### config.mk
export PLATFORM = sky130hd
export DESIGN_NAME = swd_watchdog
export DESIGN_NICKNAME = d
export VERILOG_FILES = /design/src/common/swd_pkg.sv /design/src/design/swd_watchdog.sv /design/src/design/swd_tick.sv
export SDC_FILE = /design/constraint.sdc
export NUM_CORES = 1
export LEC_CHECK = 0
export BUFFER_PORTS_ARGS = -buffer_cell sky130_fd_sc_hd__clkbuf_2
export CAP_MARGIN = 30
export CORE_MARGIN = 5
export CORE_UTILIZATION = 70
export CTS_BUF_LIST = sky130_fd_sc_hd__clkbuf_2 sky130_fd_sc_hd__clkbuf_4 sky130_fd_sc_hd__clkbuf_8
export CTS_CLUSTER_DIAMETER = 120
export DETAILED_ROUTE_END_ITERATION = 12
export PLACE_DENSITY = 0.87
export SLEW_MARGIN = 20
export SYNTH_ARGS = -nofsm -noshare
export SYNTH_HDL_FRONTEND = slang
export SYNTH_SLANG_ARGS = --single-unit
export TNS_END_PERCENT = 20
### constraint.sdc
create_clock -name clk -period 6.9 [get_ports clk]
set_input_delay 0.69 -clock clk [delete_from_list [all_inputs] [get_ports clk]]
set_output_delay 0.69 -clock clk [all_outputs]
set_load 0.02 [all_outputs]
### src/common/swd_pkg.sv
// Shared constants for the watchdog block: register indexes, field positions,
// reset values, pin function codes, timing figures and the bus state type.
// Assumes a single 50 MHz clock and an SMBus host that drives byte transfers.
package swd_pkg;

   // ****************************************************************
   // Register indexes and slave addresses
   // ****************************************************************
   localparam logic [7:0] IDX_PIN_FUNC = 8'h03;
   localparam logic [7:0] IDX_WD_CTRL = 8'h36;
   localparam logic [7:0] IDX_WD_RANGE = 8'h37;
   localparam logic [7:0] ADDR_STRAP_INT = 8'h9C;
   localparam logic [7:0] ADDR_STRAP_EXT = 8'h6E;

   // ****************************************************************
   // Field positions and reset values
   // ****************************************************************
   localparam int CTRL_RSVD = 7;
   localparam int CTRL_FLAG = 6;
   localparam int CTRL_EN = 5;
   localparam int CTRL_PULSE = 4;
   localparam int CTRL_UNIT = 3;
   localparam int CTRL_POL = 2;
   localparam int CTRL_PW_HI = 1;
   localparam int CTRL_PW_LO = 0;
   localparam int PIN1_HI = 1;
   localparam int PIN1_LO = 0;
   localparam int PIN2_HI = 4;
   localparam int PIN2_LO = 3;
   localparam logic [7:0] CTRL_RESET = 8'h00;
   localparam logic [7:0] RANGE_RESET = 8'h00;
   localparam logic [7:0] PIN_RESET = 8'h00;
   localparam logic [7:0] UNMAPPED_READ = 8'h00;

   // ****************************************************************
   // Pin function codes and pulse width codes
   // ****************************************************************
   localparam logic [1:0] FN_WD_ALT = 2'h3;
   localparam logic [1:0] FN_IRQ = 2'h2;
   localparam logic [1:0] PW_SEL_1MS = 2'h0;
   localparam logic [1:0] PW_SEL_20MS = 2'h1;
   localparam logic [1:0] PW_SEL_100MS = 2'h2;

   // ****************************************************************
   // Timing figures
   // ****************************************************************
   localparam int CLK_PERIOD_NS = 20;
   localparam int MS_NS = 1000000;
   localparam int MS_CYCLES = (MS_NS + CLK_PERIOD_NS - 1) / CLK_PERIOD_NS;
   localparam logic [9:0] MS_PER_SEC = 10'h3E8;
   localparam logic [5:0] SEC_PER_MIN = 6'h3C;
   localparam logic [11:0] PW_1MS = 12'h001;
   localparam logic [11:0] PW_20MS = 12'h014;
   localparam logic [11:0] PW_100MS = 12'h064;
   localparam logic [11:0] PW_4S = 12'hFA0;

   // ****************************************************************
   // Bus phases and states
   // ****************************************************************
   localparam logic [1:0] PH_ADDR = 2'h0;
   localparam logic [1:0] PH_CMD = 2'h1;
   localparam logic [1:0] PH_DATA = 2'h2;
   localparam logic [2:0] LAST_BIT = 3'h7;

   typedef enum logic [2:0] {
      SWD_IDLE = 3'b000,
      SWD_RX = 3'b001,
      SWD_ACKW = 3'b010,
      SWD_ACK = 3'b011,
      SWD_TX = 3'b100,
      SWD_MACK = 3'b101
   } swd_bus_state_t;

endpackage

### src/design/swd_watchdog.sv
// SMBus register slave and watchdog countdown with level or pulse output.
// Assumes scl and sda inputs already synchronous to clk, and an external
// open-drain buffer that pulls sda low while sda_oe_n is low.
`timescale 1ns/1ps

module swd_watchdog #(
   parameter int CYCLES_PER_MS = swd_pkg::MS_CYCLES
) (
   input wire logic clk,
   input wire logic reset,
   input wire logic addr_strap,
   input wire logic scl_in,
   input wire logic sda_in,
   output logic sda_out,
   output logic sda_oe_n,
   output logic timeout_output_pin,
   output logic timeout_output_sel,
   output logic alt_timeout_output_pin,
   output logic alt_timeout_output_sel,
   output logic irq_output_sel
);

   swd_pkg::swd_bus_state_t state;
   logic scl_q, sda_q, strap_taken, rw, fired, wd_asserted;
   logic [7:0] dev_addr, shift, index, pin_func, ctrl, range, count, rd_data, rx_byte;
   logic [2:0] bitcnt;
   logic [1:0] phase;
   logic [11:0] pulse_cnt, pw_ms;
   logic scl_rise, scl_fall, bus_start, bus_stop, byte_done, wr_stb;
   logic wr_ctrl, wr_range, reload, unit_tick, timeout_evt, en;
   logic ms_tick, sec_tick, min_tick;

   // ****************************************************************
   // Bus edge detection and decoded strobes
   // ****************************************************************
   assign scl_rise = scl_in && !scl_q;
   assign scl_fall = !scl_in && scl_q;
   assign bus_start = scl_in && scl_q && sda_q && !sda_in;
   assign bus_stop = scl_in && scl_q && !sda_q && sda_in;
   assign rx_byte = {shift[6:0], sda_in};
   assign byte_done = (state == swd_pkg::SWD_RX) && scl_rise && (bitcnt == swd_pkg::LAST_BIT) && !bus_start;
   assign wr_stb = byte_done && (phase == swd_pkg::PH_DATA);
   assign wr_ctrl = wr_stb && (index == swd_pkg::IDX_WD_CTRL);
   assign wr_range = wr_stb && (index == swd_pkg::IDX_WD_RANGE);
   assign en = ctrl[swd_pkg::CTRL_EN];

   // The strap is caught once, on the first clock after reset release.
   always_ff @(posedge clk or posedge reset) begin
      if (reset) begin
         strap_taken <= 1'b0;
         dev_addr <= swd_pkg::ADDR_STRAP_INT;
      end else if (!strap_taken) begin
         strap_taken <= 1'b1;
         dev_addr <= addr_strap ? swd_pkg::ADDR_STRAP_INT : swd_pkg::ADDR_STRAP_EXT;
      end
   end

   // Read data for the currently selected index.
   always_comb begin
      case (index)
         swd_pkg::IDX_PIN_FUNC: rd_data = pin_func;
         swd_pkg::IDX_WD_CTRL: rd_data = ctrl;
         swd_pkg::IDX_WD_RANGE: rd_data = range;
         default: rd_data = swd_pkg::UNMAPPED_READ;
      endcase
   end

   // ****************************************************************
   // SMBus byte engine
   // ****************************************************************
   // Start and stop win over any state; the slave pulls sda only for its ack and read bits.
   always_ff @(posedge clk or posedge reset) begin
      if (reset) begin
         state <= swd_pkg::SWD_IDLE;
         scl_q <= 1'b1;
         sda_q <= 1'b1;
         shift <= 8'h00;
         bitcnt <= 3'h0;
         phase <= swd_pkg::PH_ADDR;
         rw <= 1'b0;
         index <= 8'h00;
         sda_out <= 1'b0;
         sda_oe_n <= 1'b1;
      end else begin
         scl_q <= scl_in;
         sda_q <= sda_in;
         sda_out <= 1'b0;
         if (bus_start) begin
            state <= swd_pkg::SWD_RX;
            bitcnt <= 3'h0;
            phase <= swd_pkg::PH_ADDR;
            sda_oe_n <= 1'b1;
         end else if (bus_stop) begin
            state <= swd_pkg::SWD_IDLE;
            sda_oe_n <= 1'b1;
         end else begin
            case (state)
               swd_pkg::SWD_RX: begin
                  if (scl_rise) begin
                     shift <= rx_byte;
                     bitcnt <= bitcnt + 3'h1;
                     if (bitcnt == swd_pkg::LAST_BIT) begin
                        state <= swd_pkg::SWD_ACKW;
                        if (phase == swd_pkg::PH_ADDR) begin
                           rw <= sda_in;
                           if (rx_byte[7:1] != dev_addr[7:1]) begin
                              state <= swd_pkg::SWD_IDLE;
                           end
                        end else if (phase == swd_pkg::PH_CMD) begin
                           index <= rx_byte;
                        end
                     end
                  end
               end
               swd_pkg::SWD_ACKW: begin
                  if (scl_fall) begin
                     sda_oe_n <= 1'b0;
                     state <= swd_pkg::SWD_ACK;
                  end
               end
               swd_pkg::SWD_ACK: begin
                  if (scl_fall) begin
                     bitcnt <= 3'h0;
                     if (rw && phase == swd_pkg::PH_ADDR) begin
                        state <= swd_pkg::SWD_TX;
                        shift <= rd_data;
                        sda_oe_n <= rd_data[7];
                     end else begin
                        state <= swd_pkg::SWD_RX;
                        sda_oe_n <= 1'b1;
                        phase <= (phase == swd_pkg::PH_ADDR) ? swd_pkg::PH_CMD : swd_pkg::PH_DATA;
                     end
                  end
               end
               swd_pkg::SWD_TX: begin
                  if (scl_fall) begin
                     if (bitcnt == swd_pkg::LAST_BIT) begin
                        sda_oe_n <= 1'b1;
                        state <= swd_pkg::SWD_MACK;
                     end else begin
                        shift <= {shift[6:0], 1'b0};
                        sda_oe_n <= shift[6];
                        bitcnt <= bitcnt + 3'h1;
                     end
                  end
               end
               swd_pkg::SWD_MACK: begin
                  if (scl_rise && sda_in) begin
                     state <= swd_pkg::SWD_IDLE;
                  end else if (scl_fall) begin
                     state <= swd_pkg::SWD_TX;
                     bitcnt <= 3'h0;
                     shift <= rd_data;
                     sda_oe_n <= rd_data[7];
                  end
               end
               default: begin
                  sda_oe_n <= 1'b1;
               end
            endcase
         end
      end
   end

   // ****************************************************************
   // Registers
   // ****************************************************************
   // Pin function select register.
   always_ff @(posedge clk or posedge reset) begin
      if (reset) begin
         pin_func <= swd_pkg::PIN_RESET;
      end else if (wr_stb && index == swd_pkg::IDX_PIN_FUNC) begin
         pin_func <= rx_byte;
      end
   end

   // Control register; a timeout in the clearing cycle keeps the flag set.
   always_ff @(posedge clk or posedge reset) begin
      if (reset) begin
         ctrl <= swd_pkg::CTRL_RESET;
      end else begin
         ctrl[swd_pkg::CTRL_RSVD] <= 1'b0;
         if (wr_ctrl) begin
            ctrl[swd_pkg::CTRL_EN:0] <= rx_byte[swd_pkg::CTRL_EN:0];
            ctrl[swd_pkg::CTRL_FLAG] <= timeout_evt || (ctrl[swd_pkg::CTRL_FLAG] && !rx_byte[swd_pkg::CTRL_FLAG]);
         end else if (timeout_evt) begin
            ctrl[swd_pkg::CTRL_FLAG] <= 1'b1;
         end
      end
   end

   // Range register.
   always_ff @(posedge clk or posedge reset) begin
      if (reset) begin
         range <= swd_pkg::RANGE_RESET;
      end else if (wr_range) begin
         range <= rx_byte;
      end
   end

   // ****************************************************************
   // Countdown
   // ****************************************************************
   assign reload = wr_range || (wr_ctrl && rx_byte[swd_pkg::CTRL_EN] && !en);
   assign unit_tick = ctrl[swd_pkg::CTRL_UNIT] ? min_tick : sec_tick;
   assign timeout_evt = en && !fired && unit_tick && !reload && (count <= 8'h01);

   swd_tick #(
      .CYCLES_PER_MS(CYCLES_PER_MS)
   ) u_tick (
      .clk(clk),
      .reset(reset),
      .restart(reload),
      .ms_tick(ms_tick),
      .sec_tick(sec_tick),
      .min_tick(min_tick)
   );

   // Count loads on reload and steps down once per unit while enabled and not yet fired.
   always_ff @(posedge clk or posedge reset) begin
      if (reset) begin
         count <= swd_pkg::RANGE_RESET;
         fired <= 1'b0;
      end else if (reload) begin
         count <= wr_range ? rx_byte : range;
         fired <= 1'b0;
      end else if (timeout_evt) begin
         count <= 8'h00;
         fired <= 1'b1;
      end else if (en && !fired && unit_tick) begin
         count <= count - 8'h01;
      end
   end

   // ****************************************************************
   // Watchdog output
   // ****************************************************************
   // Pulse width in milliseconds.
   always_comb begin
      case (ctrl[swd_pkg::CTRL_PW_HI:swd_pkg::CTRL_PW_LO])
         swd_pkg::PW_SEL_1MS: pw_ms = swd_pkg::PW_1MS;
         swd_pkg::PW_SEL_20MS: pw_ms = swd_pkg::PW_20MS;
         swd_pkg::PW_SEL_100MS: pw_ms = swd_pkg::PW_100MS;
         default: pw_ms = swd_pkg::PW_4S;
      endcase
   end

   // Asserted state: held in level form, timed in ms ticks in pulse form.
   always_ff @(posedge clk or posedge reset) begin
      if (reset) begin
         wd_asserted <= 1'b0;
         pulse_cnt <= 12'h000;
      end else if (!en) begin
         wd_asserted <= 1'b0;
         pulse_cnt <= 12'h000;
      end else if (timeout_evt) begin
         wd_asserted <= 1'b1;
         pulse_cnt <= pw_ms;
      end else if (reload) begin
         wd_asserted <= 1'b0;
      end else if (ctrl[swd_pkg::CTRL_PULSE] && wd_asserted && ms_tick) begin
         pulse_cnt <= pulse_cnt - 12'h001;
         if (pulse_cnt <= 12'h001) begin
            wd_asserted <= 1'b0;
         end
      end
   end

   // Pin drive with polarity and routing selects.
   always_ff @(posedge clk or posedge reset) begin
      if (reset) begin
         timeout_output_pin <= 1'b1;
         alt_timeout_output_pin <= 1'b1;
         timeout_output_sel <= 1'b0;
         alt_timeout_output_sel <= 1'b0;
         irq_output_sel <= 1'b0;
      end else begin
         timeout_output_pin <= wd_asserted ~^ ctrl[swd_pkg::CTRL_POL];
         alt_timeout_output_pin <= wd_asserted ~^ ctrl[swd_pkg::CTRL_POL];
         timeout_output_sel <= pin_func[swd_pkg::PIN1_HI];
         alt_timeout_output_sel <= pin_func[swd_pkg::PIN2_HI:swd_pkg::PIN2_LO] == swd_pkg::FN_WD_ALT;
         irq_output_sel <= pin_func[swd_pkg::PIN2_HI:swd_pkg::PIN2_LO] == swd_pkg::FN_IRQ;
      end
   end

   // ****************************************************************
   // Checks
   // ****************************************************************
   a_addr_miss: assert property (@(posedge clk) disable iff (reset)
      (byte_done && phase == swd_pkg::PH_ADDR && rx_byte[7:1] != dev_addr[7:1]) |=> state == swd_pkg::SWD_IDLE)
      else $error("Foreign address was not ignored.");
   a_route_first: assert property (@(posedge clk) disable iff (reset)
      (wr_stb && index == swd_pkg::IDX_PIN_FUNC) |-> ##2 timeout_output_sel == $past(rx_byte[swd_pkg::PIN1_HI], 2))
      else $error("First pin routing does not follow its function field.");
   a_rsvd_zero: assert property (@(posedge clk) disable iff (reset)
      !ctrl[swd_pkg::CTRL_RSVD])
      else $error("Reserved control bit is not zero.");
   a_flag_set: assert property (@(posedge clk) disable iff (reset)
      timeout_evt |=> ctrl[swd_pkg::CTRL_FLAG] && wd_asserted)
      else $error("Timeout did not set the flag and output.");
   a_flag_clear: assert property (@(posedge clk) disable iff (reset)
      (wr_ctrl && rx_byte[swd_pkg::CTRL_FLAG] && !timeout_evt) |=> !ctrl[swd_pkg::CTRL_FLAG])
      else $error("Writing one did not clear the flag.");
   a_flag_keep: assert property (@(posedge clk) disable iff (reset)
      (wr_ctrl && !rx_byte[swd_pkg::CTRL_FLAG] && ctrl[swd_pkg::CTRL_FLAG]) |=> ctrl[swd_pkg::CTRL_FLAG])
      else $error("Writing zero changed the flag.");
   a_level_hold: assert property (@(posedge clk) disable iff (reset)
      (wd_asserted && en && !ctrl[swd_pkg::CTRL_PULSE] && !reload && !wr_ctrl) |=> wd_asserted)
      else $error("Level output dropped while enabled.");
   a_pulse_end: assert property (@(posedge clk) disable iff (reset)
      (wd_asserted && en && ctrl[swd_pkg::CTRL_PULSE] && ms_tick && pulse_cnt == 12'h001 && !wr_stb) |=> !wd_asserted)
      else $error("Pulse did not end on its last millisecond.");
   a_reload_count: assert property (@(posedge clk) disable iff (reset)
      wr_range |=> count == $past(rx_byte) && !fired)
      else $error("Range write did not reload the count.");
   a_stop_level: assert property (@(posedge clk) disable iff (reset)
      !en |=> !wd_asserted ##1 timeout_output_pin == !$past(ctrl[swd_pkg::CTRL_POL]))
      else $error("Disabled watchdog still asserts its output.");

endmodule

### src/design/swd_tick.sv
// Time base for the watchdog: millisecond, second and minute strobes.
// Assumes the caller restarts it whenever the countdown is reloaded.
`timescale 1ns/1ps

module swd_tick #(
   parameter int CYCLES_PER_MS = swd_pkg::MS_CYCLES
) (
   input wire logic clk,
   input wire logic reset,
   input wire logic restart,
   output logic ms_tick,
   output logic sec_tick,
   output logic min_tick
);

   logic [31:0] cyc;
   logic [9:0] ms_cnt;
   logic [5:0] sec_cnt;
   logic ms_end;
   logic sec_end;

   assign ms_end = (cyc == 32'(CYCLES_PER_MS - 1));
   assign sec_end = ms_end && (ms_cnt == swd_pkg::MS_PER_SEC - 10'h001);

   // Cascaded counters; restart lines up the first unit with the reload.
   always_ff @(posedge clk or posedge reset) begin
      if (reset) begin
         cyc <= 32'h0000_0000;
         ms_cnt <= 10'h000;
         sec_cnt <= 6'h00;
         ms_tick <= 1'b0;
         sec_tick <= 1'b0;
         min_tick <= 1'b0;
      end else if (restart) begin
         cyc <= 32'h0000_0000;
         ms_cnt <= 10'h000;
         sec_cnt <= 6'h00;
         ms_tick <= 1'b0;
         sec_tick <= 1'b0;
         min_tick <= 1'b0;
      end else begin
         cyc <= ms_end ? 32'h0000_0000 : cyc + 32'h0000_0001;
         ms_tick <= ms_end;
         sec_tick <= sec_end;
         min_tick <= sec_end && (sec_cnt == swd_pkg::SEC_PER_MIN - 6'h01);
         if (ms_end) begin
            ms_cnt <= sec_end ? 10'h000 : ms_cnt + 10'h001;
         end
         if (sec_end) begin
            sec_cnt <= (sec_cnt == swd_pkg::SEC_PER_MIN - 6'h01) ? 6'h00 : sec_cnt + 6'h01;
         end
      end
   end

endmodule

==> results.md, run 1 <==
Outcome:
- The flow ran to the end, and the final reports show no timing, DRC or antenna violations.

Power:
- The power per cell area is 244 mW/mm².
- The internal cell power is ~0.0013 W.
- The worst vdd rail ir drop is 166 µV.
- In this run, flip-flops and latches consume 49.7% of the power.
- The switching power is 0.000512 W.
- The switching share of power is 28.8%.
- Combinational cells account for 14.2% of the total power.
- The total power draw is about 0.0018 W.
- The proportion of power drawn by the clock network is roughly 36%.
- The cell leakage power is about 3.3 nW.

Timing:
- Adding up every negative setup slack in the final design gives 0 ns.
- Setup repair after global routing left no endpoint under its margin.
- The worst hold margin is 0.350 ns.
- Setup slack closes at 3.99 ns.
- The smallest clock period supported by the final layout is computed as 2.91 ns.
- The transition at the pin with the smallest max-transition slack is 0.887 ns.
- Headroom to the max-slew limit came out at between 40 and 50%.
- The upper clock frequency limit is roughly 0.34 GHz.
- For the final database, setup skew stands at ~0.015 ns.
- Setup violations remaining at the end of the flow were counted as 0.
- The number of failing hold endpoints at the final stage came to 0.
- The share of the clock period used by the worst path is 42.2%.
- The max-slew violation count is 0.

Routing:
- The mean routed wirelength per cell is 17.5 µm.
- In this run the remaining antenna-violating nets after routing total 0.
- The post-detailed-routing wire length is roughly 14000 µm.
- After the first detailed-routing iteration, the DRC count stood at 330.
- After detailed routing, the number of vias per cell comes to 6.20.
- For this block, the via count after detailed routing is approximately 5100.
- The iteration count of the initial detailed-routing pass is 5.
- In the routed design, unresolved DRC markers number 0.

Floorplan:
- Row generation in the floorplan step produced 36 rows.
- The total die area is 0.0118 mm².
- The x dimension of the die is 109 µm.
- In this run the count of I/O pins placed on the die edge is 12.
- The region available for standard cell placement spans 0.00964 mm².
- The height of the die is 109 µm.
- The starting density of the core is 70.6%.

Cells and area:
- The layout cell share with drive strength beyond 1 is 16.5%.
- The final standard cell utilization of the core is between 70 and 80%.
- The layout has 650 filler cells.
- At the end of the flow, the number of nets in the layout was 699.
- The number of antenna diodes in the final layout is 0.
- The area growth from synthesis to final layout is 7.35%.

Critical path:
- The arrival time of the worst setup path is 3.26 ns.
- The kind of critical path is reg2reg.
- Across all register-to-register paths, the minimum setup slack is 3.99 ns.
- On the critical path, the stage with the largest delay is an instance of dfrtp_1.
- The worst setup path is captured at a flip-flop.
- Walking the worst path, the cells encountered are nor2b_1 > nand3_1 > nor3_2 > buf_4 > nand2b_2 > nand2_1 > a211oi_1.
- STA classifies the critical path startpoint as a flip-flop.
- For this run, the slowest stage of the critical path takes approximately 0.52 ns.
- The endpoint required time on the critical path is 7.25 ns.
- The worst-path maximum fanout is 31.

Clock network:
- Counting along the longest clock path gives a buffer depth of 2.
- After clock tree synthesis, the flow added hold-fix buffers numbering 0.
- TritonCTS built the clock tree.
- After clock tree synthesis, the repair step resized 0 gates.
- The root buffer cell is clkbuf_8.
- After clock tree synthesis, the clock-pin slew on the worst setup and hold paths is roughly 0.070 ns.
- Counting the buffers created by CTS gives 17.
- The H-tree was split into 4 levels.
- Clock tree synthesis found a total of 130 sinks.
- The clock reaches the later pin of the worst-skew pair after about 0.45 ns.
- Once the clock tree was built, the setup fixing pass inserted 0 buffers.

GRT:
- The residual overflow from global routing is 0.
- The via count of the first global-routing pass is 5157.
- The maximum number of pins on one net before global-route repair is 74.
- The first global-routing pass estimated 24500 µm of wire.
- The total track usage is between 20% and 30%.
- The number of antenna violations at the first check in global routing is 0.

Placement:
- Routability-driven placement finished with a final weighted congestion of roughly 0.84.
- The number of input and output port buffers inserted is 10.
- The sum of net half-perimeters after detailed placement is 9790 µm.
- At the placement stage, the worst setup path has a slack of between 4 and 5 ns.

Yosys:
- For this run, the register share of the synthesized area comes to 47.9%.
- The mean post-synth cell area is 10.1 µm².
- The count of mapped cells out of synthesis is 677.
- The most used flip-flop cell after synthesis is dfrtp_1.
- Synthesis produced a netlist with a net count of ~700.
- In this run, distinct cell masters in the synthesized netlist total 64.
- Yosys printed 0 warnings.
- The cell area that synthesis handed to floorplanning was 0.00681 mm².
- In this run, synthesis produced a sequential element count of 130.
- The number of enable-type register cells in the synthesized netlist is 0.
- The async set-or-reset flop fraction in the synthesized netlist is 100%.

Flow run:
- Max-cap violations in this run came to 0.

Hold path:
- The kind of path behind the tightest hold check is in2async.
-- path summary, 6_finish.rpt --
check | from | to | cells past startpoint
max in group asynchronous | reset | u_tick.cyc[14] | 4
max | state[0] | pulse_cnt[1] | 7
min | reset | u_tick.cyc[24] | 2
max reg2reg | state[0] | pulse_cnt[1] | 7
min in group clk | scl_in | scl_q | 1
min reg2reg | pin_func[1] | timeout_output_sel | 0
-- per-stage QoR --
stage               instances  instance area (µm²)
floorplan                 677                 6810
global placement          792                 6890
detailed placement        792                 6890
CTS                       824                 7280
global route              826                 7310
finish                    826                 7310
-- metal layers --
metal	vias up	global-route usage [%]	wire, µm
met5	-	0	0
met2	148	45.9	7520
li1	2378	-	-
met3	27	5.98	618
met1	2571	33.0	5960
met4	0	9.65	321
-- cells in the mapped netlist, types with 3 or more instances --
cell	number	area share, %
dfstp_2	5	1.9
buf_4	5	0.55
buf_2	13	0.96
xnor2_1	20	2.6
nor3_1	16	1.2
nand3_1	32	2.4
o211ai_1	4	0.44
nand3b_1	3	0.33
nor4b_4	3	1.0
nor4_1	11	1.0
nand4_1	17	1.6
nor2b_1	11	1.0
dfrtp_1	125	46
or4_1	6	0.66
buf_6	3	0.50
inv_1	20	1.1
mux2i_1	14	2.1
o21ai_0	33	2.4
and3_1	11	1.0
and2_1	7	0.64
nand2_1	51	2.8
a21oi_1	35	2.6
xor2_1	28	3.6
nand2b_1	3	0.28
and4_1	4	0.51
clkbuf_1	8	0.44
ha_1	14	2.6
nor2_1	78	4.3
mux2_2	41	6.8
or3_1	10	0.92
-- cells in the final DEF, fill, tap and decap left out, types with 3 or more instances in the layout --
cell type and instances:
a21oi_1 35, and2_1 7, and3_1 11, and4_1 4, buf_4 3, clkbuf_2 10
clkbuf_8 20, clkinv_2 7, dfrtp_1 125, dfstp_2 5, ha_1 14, inv_1 19
mux2_2 41, mux2i_1 14, nand2_1 51, nand2b_1 3, nand3_1 32, nand3b_1 3
nand4_1 17, nor2_1 78, nor2b_1 11, nor3_1 16, nor4_1 11, nor4b_4 3
o211ai_1 4, o21ai_0 33, or3_1 10, or4_1 6, xnor2_1 20, xor2_1 28
-- critical path: cells and delay by family, from the launching register on --
kind / cells / cell delay (ns)
AOI/OAI and AO/OA: 1 / 0.24
buffers and inverters: 1 / 0.33
and+or+nand+nor: 5 / 1.73
DFF: 1 / 0.52
-- registers in the layout, summed over array words and instances (netlist names), 2 cells and up --
name / count
bitcnt: 3
count: 8
ctrl: 7
dev_addr: 2
index: 8
phase: 2
pin_func: 8
pulse_cnt: 12
range: 8
shift: 7
state: 3
u_tick.cyc: 32
u_tick.ms_cnt: 10
u_tick.sec_cnt: 6
-- logic make-up after synthesis --
logic type / share of synthesized area, %
xor+xnor: 6.17
simple gates: 22.3
flops: 47.9
compound gates: 8.32
mux: 9.00
buf+inv: 3.66
other cells: 0.110
fa+ha+maj: 2.57
-- cell type report --
| type | count | area, µm² | share of cell area (%) |
|---|---|---|---|
| Multi-Input combinational cell | 496 | 3310 | 45.3 |
| Sequential cell | 130 | 3260 | 44.6 |
| Clock buffer | 21 | 283 | 3.87 |
| Tap cell | 133 | 166 | 2.28 |
| Clock inverter | 11 | 111 | 1.52 |
| Timing Repair Buffer | 15 | 100 | 1.37 |
| Inverter | 20 | 77.6 | 1.06 |
-- power by group through the flow --
stage / logic [W] / clock network [W] / registers, W
after global placement: 0.000233 / 0 / 0.000890
final: 0.000254 / 0.000642 / 0.000885
after floorplan: 0.000210 / 0 / 0.000856
after global routing: 0.000281 / 0.000687 / 0.000890
after CTS: 0.000246 / 0.000648 / 0.000881
after detailed placement: 0.000244 / 0 / 0.000895
Power figures use the tool's default switching activity.
==> run 2: changes to the inputs <==
--- a/config.mk
+++ b/config.mk
@@ -5,14 +5,15 @@
 export SDC_FILE = /design/constraint.sdc
 export NUM_CORES = 1
 export LEC_CHECK = 0
+export ABC_AREA = 1
 export BUFFER_PORTS_ARGS = -buffer_cell sky130_fd_sc_hd__clkbuf_2
 export CAP_MARGIN = 30
 export CORE_MARGIN = 5
-export CORE_UTILIZATION = 70
+export CORE_UTILIZATION = 66
 export CTS_BUF_LIST = sky130_fd_sc_hd__clkbuf_2 sky130_fd_sc_hd__clkbuf_4 sky130_fd_sc_hd__clkbuf_8
 export CTS_CLUSTER_DIAMETER = 120
 export DETAILED_ROUTE_END_ITERATION = 12
-export PLACE_DENSITY = 0.87
+export PLACE_DENSITY = 0.83
 export SLEW_MARGIN = 20
 export SYNTH_ARGS = -nofsm -noshare
 export SYNTH_HDL_FRONTEND = slang
==> constraint.sdc (replaced) <==
create_clock -name clk -period 2.8 [get_ports clk]
set_input_delay 0.28 -clock clk [delete_from_list [all_inputs] [get_ports clk]]
set_output_delay 0.28 -clock clk [all_outputs]
set_load 0.02 [all_outputs]
==> run 2 against run 1 <==
Effect of this change:
- clock skew fell by 0.0059 ns
- critical endpoint is now pulse_cnt[10]
- sequential cell count unchanged
- non-clock buffer count grew 2
- cell area increased by 10%
- critical path type unchanged
- worst hold slack got worse by 0.33 ns
- first-iteration DRC count is 88% higher
- highest routed layer unchanged
==> results.md, run 2 <==
Yosys:
- By area, the combinational part of the netlist is dominated by simple AND/OR/NAND/NOR gates.
- Summing the areas of all compound-gate instances in the mapped netlist gives 7.98% of the synthesized area.
- Counting instances in the post-synthesis netlist gives the leading cell types as nand2_1 (243), nor2_1 (149), dfrtp_1 (125).
- The number of nets in the synthesized netlist is a little over 1000.
- Of all cell types, the one taking the most synthesized area is dfrtp_1.
- The async set-or-reset flop fraction in the synthesized netlist is between 90% and 100%.
- The count of mapped cells out of synthesis is 993.
- After Yosys synthesis, XOR and XNOR cells account for between 5 and 6% of the synthesized area.
- The post-synthesis sequential element count is 130.
- The number of different library cells used by synthesis comes to 45.
- The portion of synthesized area spent on multiplexers is 0%.
- The mean post-synth cell area is between 7 and 8 µm².
- Summed over its instances, the top area cell type makes up between 40% and 50% of the synthesized netlist area.
- nand2_1 is the most common cell in the netlist.
- The register area share after synthesis is roughly 44%.
- The number of enable-type register cells in the synthesized netlist is 0.
- Sorting the synthesized cells by area gives the leading types as dfrtp_1 (42%), nand2_1 (12%), nor2_1 (7.5%).
- Of the total synthesized cell area, the portion taken by full adders, half adders and majority gates is 2.35%.
- After Yosys synthesis, and, or, nand and nor cells account for around 33% of the synthesized area.
- In the synthesized netlist the dominant register cell turns out to be dfrtp_1.
- The synthesized cell area is approximately 0.0075 mm².
- During synthesis, Yosys emitted a total of 0 warnings.

Timing:
- The worst path uses about 85% of the clock period.
- The worst-case clock skew is 0.00913 ns.
- The sum of negative setup slack is 0 ns.
- The number of failing hold endpoints at the final stage is 0.
- The worst pin sits at a relative slew slack of 36.1%.
- The count of endpoints failing setup in the final report is 0.
- The max-slew violation count is 0.
- For the finished layout, the period the worst path requires is 2.38 ns.
- Static timing analysis puts the maximum clock frequency at between 0.4 and 0.5 GHz.
- The transition at the pin with the smallest max-transition slack is 0.950 ns.
- Setup repair after global routing left no endpoint under its margin.

Clock network:
- Clock tree synthesis inserted a total of 17 buffers.
- In this run the clock root is driven by a clkbuf_8.
- Clock-pin slew was measured on the worst setup and hold paths at ~0.070 ns.
- Counting every sink on the clock net gives 130.
- TritonCTS built the clock tree.
- The largest buffer count on any clock path is 2.
- The CTS H-tree depth is 4.
- The count of cells resized by post-cts repair is 0.
- For the worst-skew pair, the clock arrives at the later sink with an insertion delay of 0.44 ns.

Floorplan:
- The row count is 38.
- The placeable core area is 0.0110 mm².
- The die is 116 µm tall.
- The initial utilization of the core area, before any placement, comes to 67.9%.
- The die covers 0.0135 mm².
- 12 I/O pins were placed.
- The x dimension of the die is 116 µm.

GRT:
- Summed over all layers, the global routing overflow is 0.
- The number of antenna violations at the first check in global routing is 0.
- The wire length of the first global-routing pass is roughly 29000 µm.
- The maximum number of pins on one net before global-route repair is 131.
- For this run, the total global-route usage over all layers was measured as between 20% and 30%.
- The via count of the first global-routing pass is between 6000 and 7000.

Critical path:
- STA classifies the critical path endpoint as a flip-flop.
- The kind of critical path is reg2reg.
- The setup slack of the most critical reg-to-reg path is ~0.42 ns.
- The worst-path maximum fanout is 12.
- The worst setup path is launched from a flip-flop.
- Data on the critical path is required at its endpoint by 3.13 ns.
- At the worst endpoint, the arrival time is around 2.7 ns.

Routing:
- The via total after detailed routing is 6459.
- For this run, the detailed router's first-pass iteration total came to 6.
- The number of design rule violations left after detail routing is 0.
- The count of antenna-violating nets left after detailed routing is 0.
- The initial DRC count is between 600 and 700.
- The post-detailed-routing wire length is ~17000 µm.
- The mean routed wirelength per cell is 14.8 µm.
- The vias per cell is ~5.5.

Hold path:
- The kind of path behind the tightest hold check is in2async.

Cells and area:
- Leaving out fill and tap cells, the most frequent cell in the layout is nand2_1.
- The register with the most flip-flops in the final layout is u_tick.cyc.
- The fill cell instance count of the final layout is 878.
- The library cells used most frequently in the layout, excluding fill and tap cells, are nand2_1 (243), nor2_1 (149), dfrtp_1 (125), inv_1 (112), nand3_1 (66).
- Across the whole layout, storage elements account for 0.00326 mm².
- The post-route netlist has 8.78% of its cells at a drive strength greater than 1.
- The area growth from synthesis to final layout is 8.23%.
- The final layout net count is 1031.
- The repair_antennas step left the layout with diodes totalling 0.
- The largest registers in the layout are u_tick.cyc (32), pulse_cnt (12), u_tick.ms_cnt (10).
- The design area is 0.00808 mm².
- Summing all multi-input logic gate instances after layout gives 0.00363 mm².
- The flip-flop count of the largest register, all copies and words added is 32.

Power:
- IR analysis of the VDD net gives a maximum drop of between 400 and 500 µV.
- Summed over all cells, the static leakage comes to 3.99 nW.
- The power per cell area is 545 mW/mm².

Placement:
- The number of input and output port buffers inserted is 10.
- In this run the cell area measured after placement is 0.00763 mm².
- Detailed placement finished with a half-perimeter wire length of 12200 µm.
- The final weighted congestion in routability-driven placement is roughly 0.96.

Flow run:
- The count of maximum capacitance violations is 0.

Outcome:
- The run finished with clean final reports.
run 2: final cells by class:
class | instances | area share, %
multi-input cells | 721 | 44.9
flip-flops and latches | 130 | 40.4
inverters | 125 | 5.86
clock buffers | 23 | 3.61
well taps | 140 | 2.17
clock inverters | 9 | 1.61
repair buffers | 17 | 1.49
run 2: routing by layer:
metal	routed length, µm	global-route usage, %	share of wire (%)	vias up
li1	-	-	-	3234
met1	7800	38.0	45	2972
met2	7960	42.6	46	216
met3	1090	6.48	6.3	37
met4	362	9.74	2.1	0
met5	0	0	0	-
run 2: stage by stage:
stage / std cells / hold slack [ns] / total power (W) / setup WS, ns / util [%]
finish: 1165 / 0.0223 / 0.00441 / 0.422 / 73.5
global route: 1165 / 0.0642 / 0.00460 / 0.245 / 73.5
CTS: 1165 / 0.0529 / 0.00441 / 0.451 / 73.5
detailed placement: 1131 / 0.404 / 0.00273 / 0.453 / 69.5
global placement: 1131 / 0.394 / 0.00272 / 0.548 / 69.5
floorplan: 993 / 0.284 / 0.00255 / 0.845 / -
run 2: critical path, cell delays in order (launching register included):
cell     delay [ns]
dfrtp_1        0.38
ha_1           0.17
ha_1           0.20
nand3_1        0.19
nor2_8         0.24
nand3_1        0.11
or2_1          0.26
nand2_1        0.35
nand2_2        0.21
nand3_1        0.12
nand2_1        0.05
run 2: logic make-up after synthesis:
kind of cell    after synthesis
flops                       130
compound gates              108
buf+inv                     142
xor+xnor                     46
other cells                   2
fa+ha+maj                    14
simple gates                551
run 2: final timing paths:
| kind | cells after the start | end | from |
|---|---|---|---|
| worst min register to register | 0 | timeout_output_sel | pin_func[1] |
| min in group clk | 2 | dev_addr[6] | addr_strap |
| max in group asynchronous | 3 | ctrl[6] | reset |
| worst min-delay path | 3 | u_tick.sec_cnt[1] | reset |
| worst max register to register | 10 | pulse_cnt[10] | bitcnt[0] |
| worst max-delay path | 10 | pulse_cnt[10] | bitcnt[0] |
run 2: timing repair:
| action | in CTS | in global routing |
|---|---|---|
| endpoints found under the setup margin | 0 | 0 |
| hold endpoints to repair | 2 | 0 |
| hold buffers | 2 | 0 |
| setup buffers | 0 | 0 |
run 2: power by group:
group / leakage (nW) / total, W / internal (W) / switching, W
Clock: 0.218 / 0.00169 / 0.000965 / 0.000726
Sequential: 1.63 / 0.00212 / 0.00199 / 0.000127
Combinational: 2.14 / 0.000597 / 0.000178 / 0.000419
Total: 3.99 / 0.00441 / 0.00313 / 0.00127
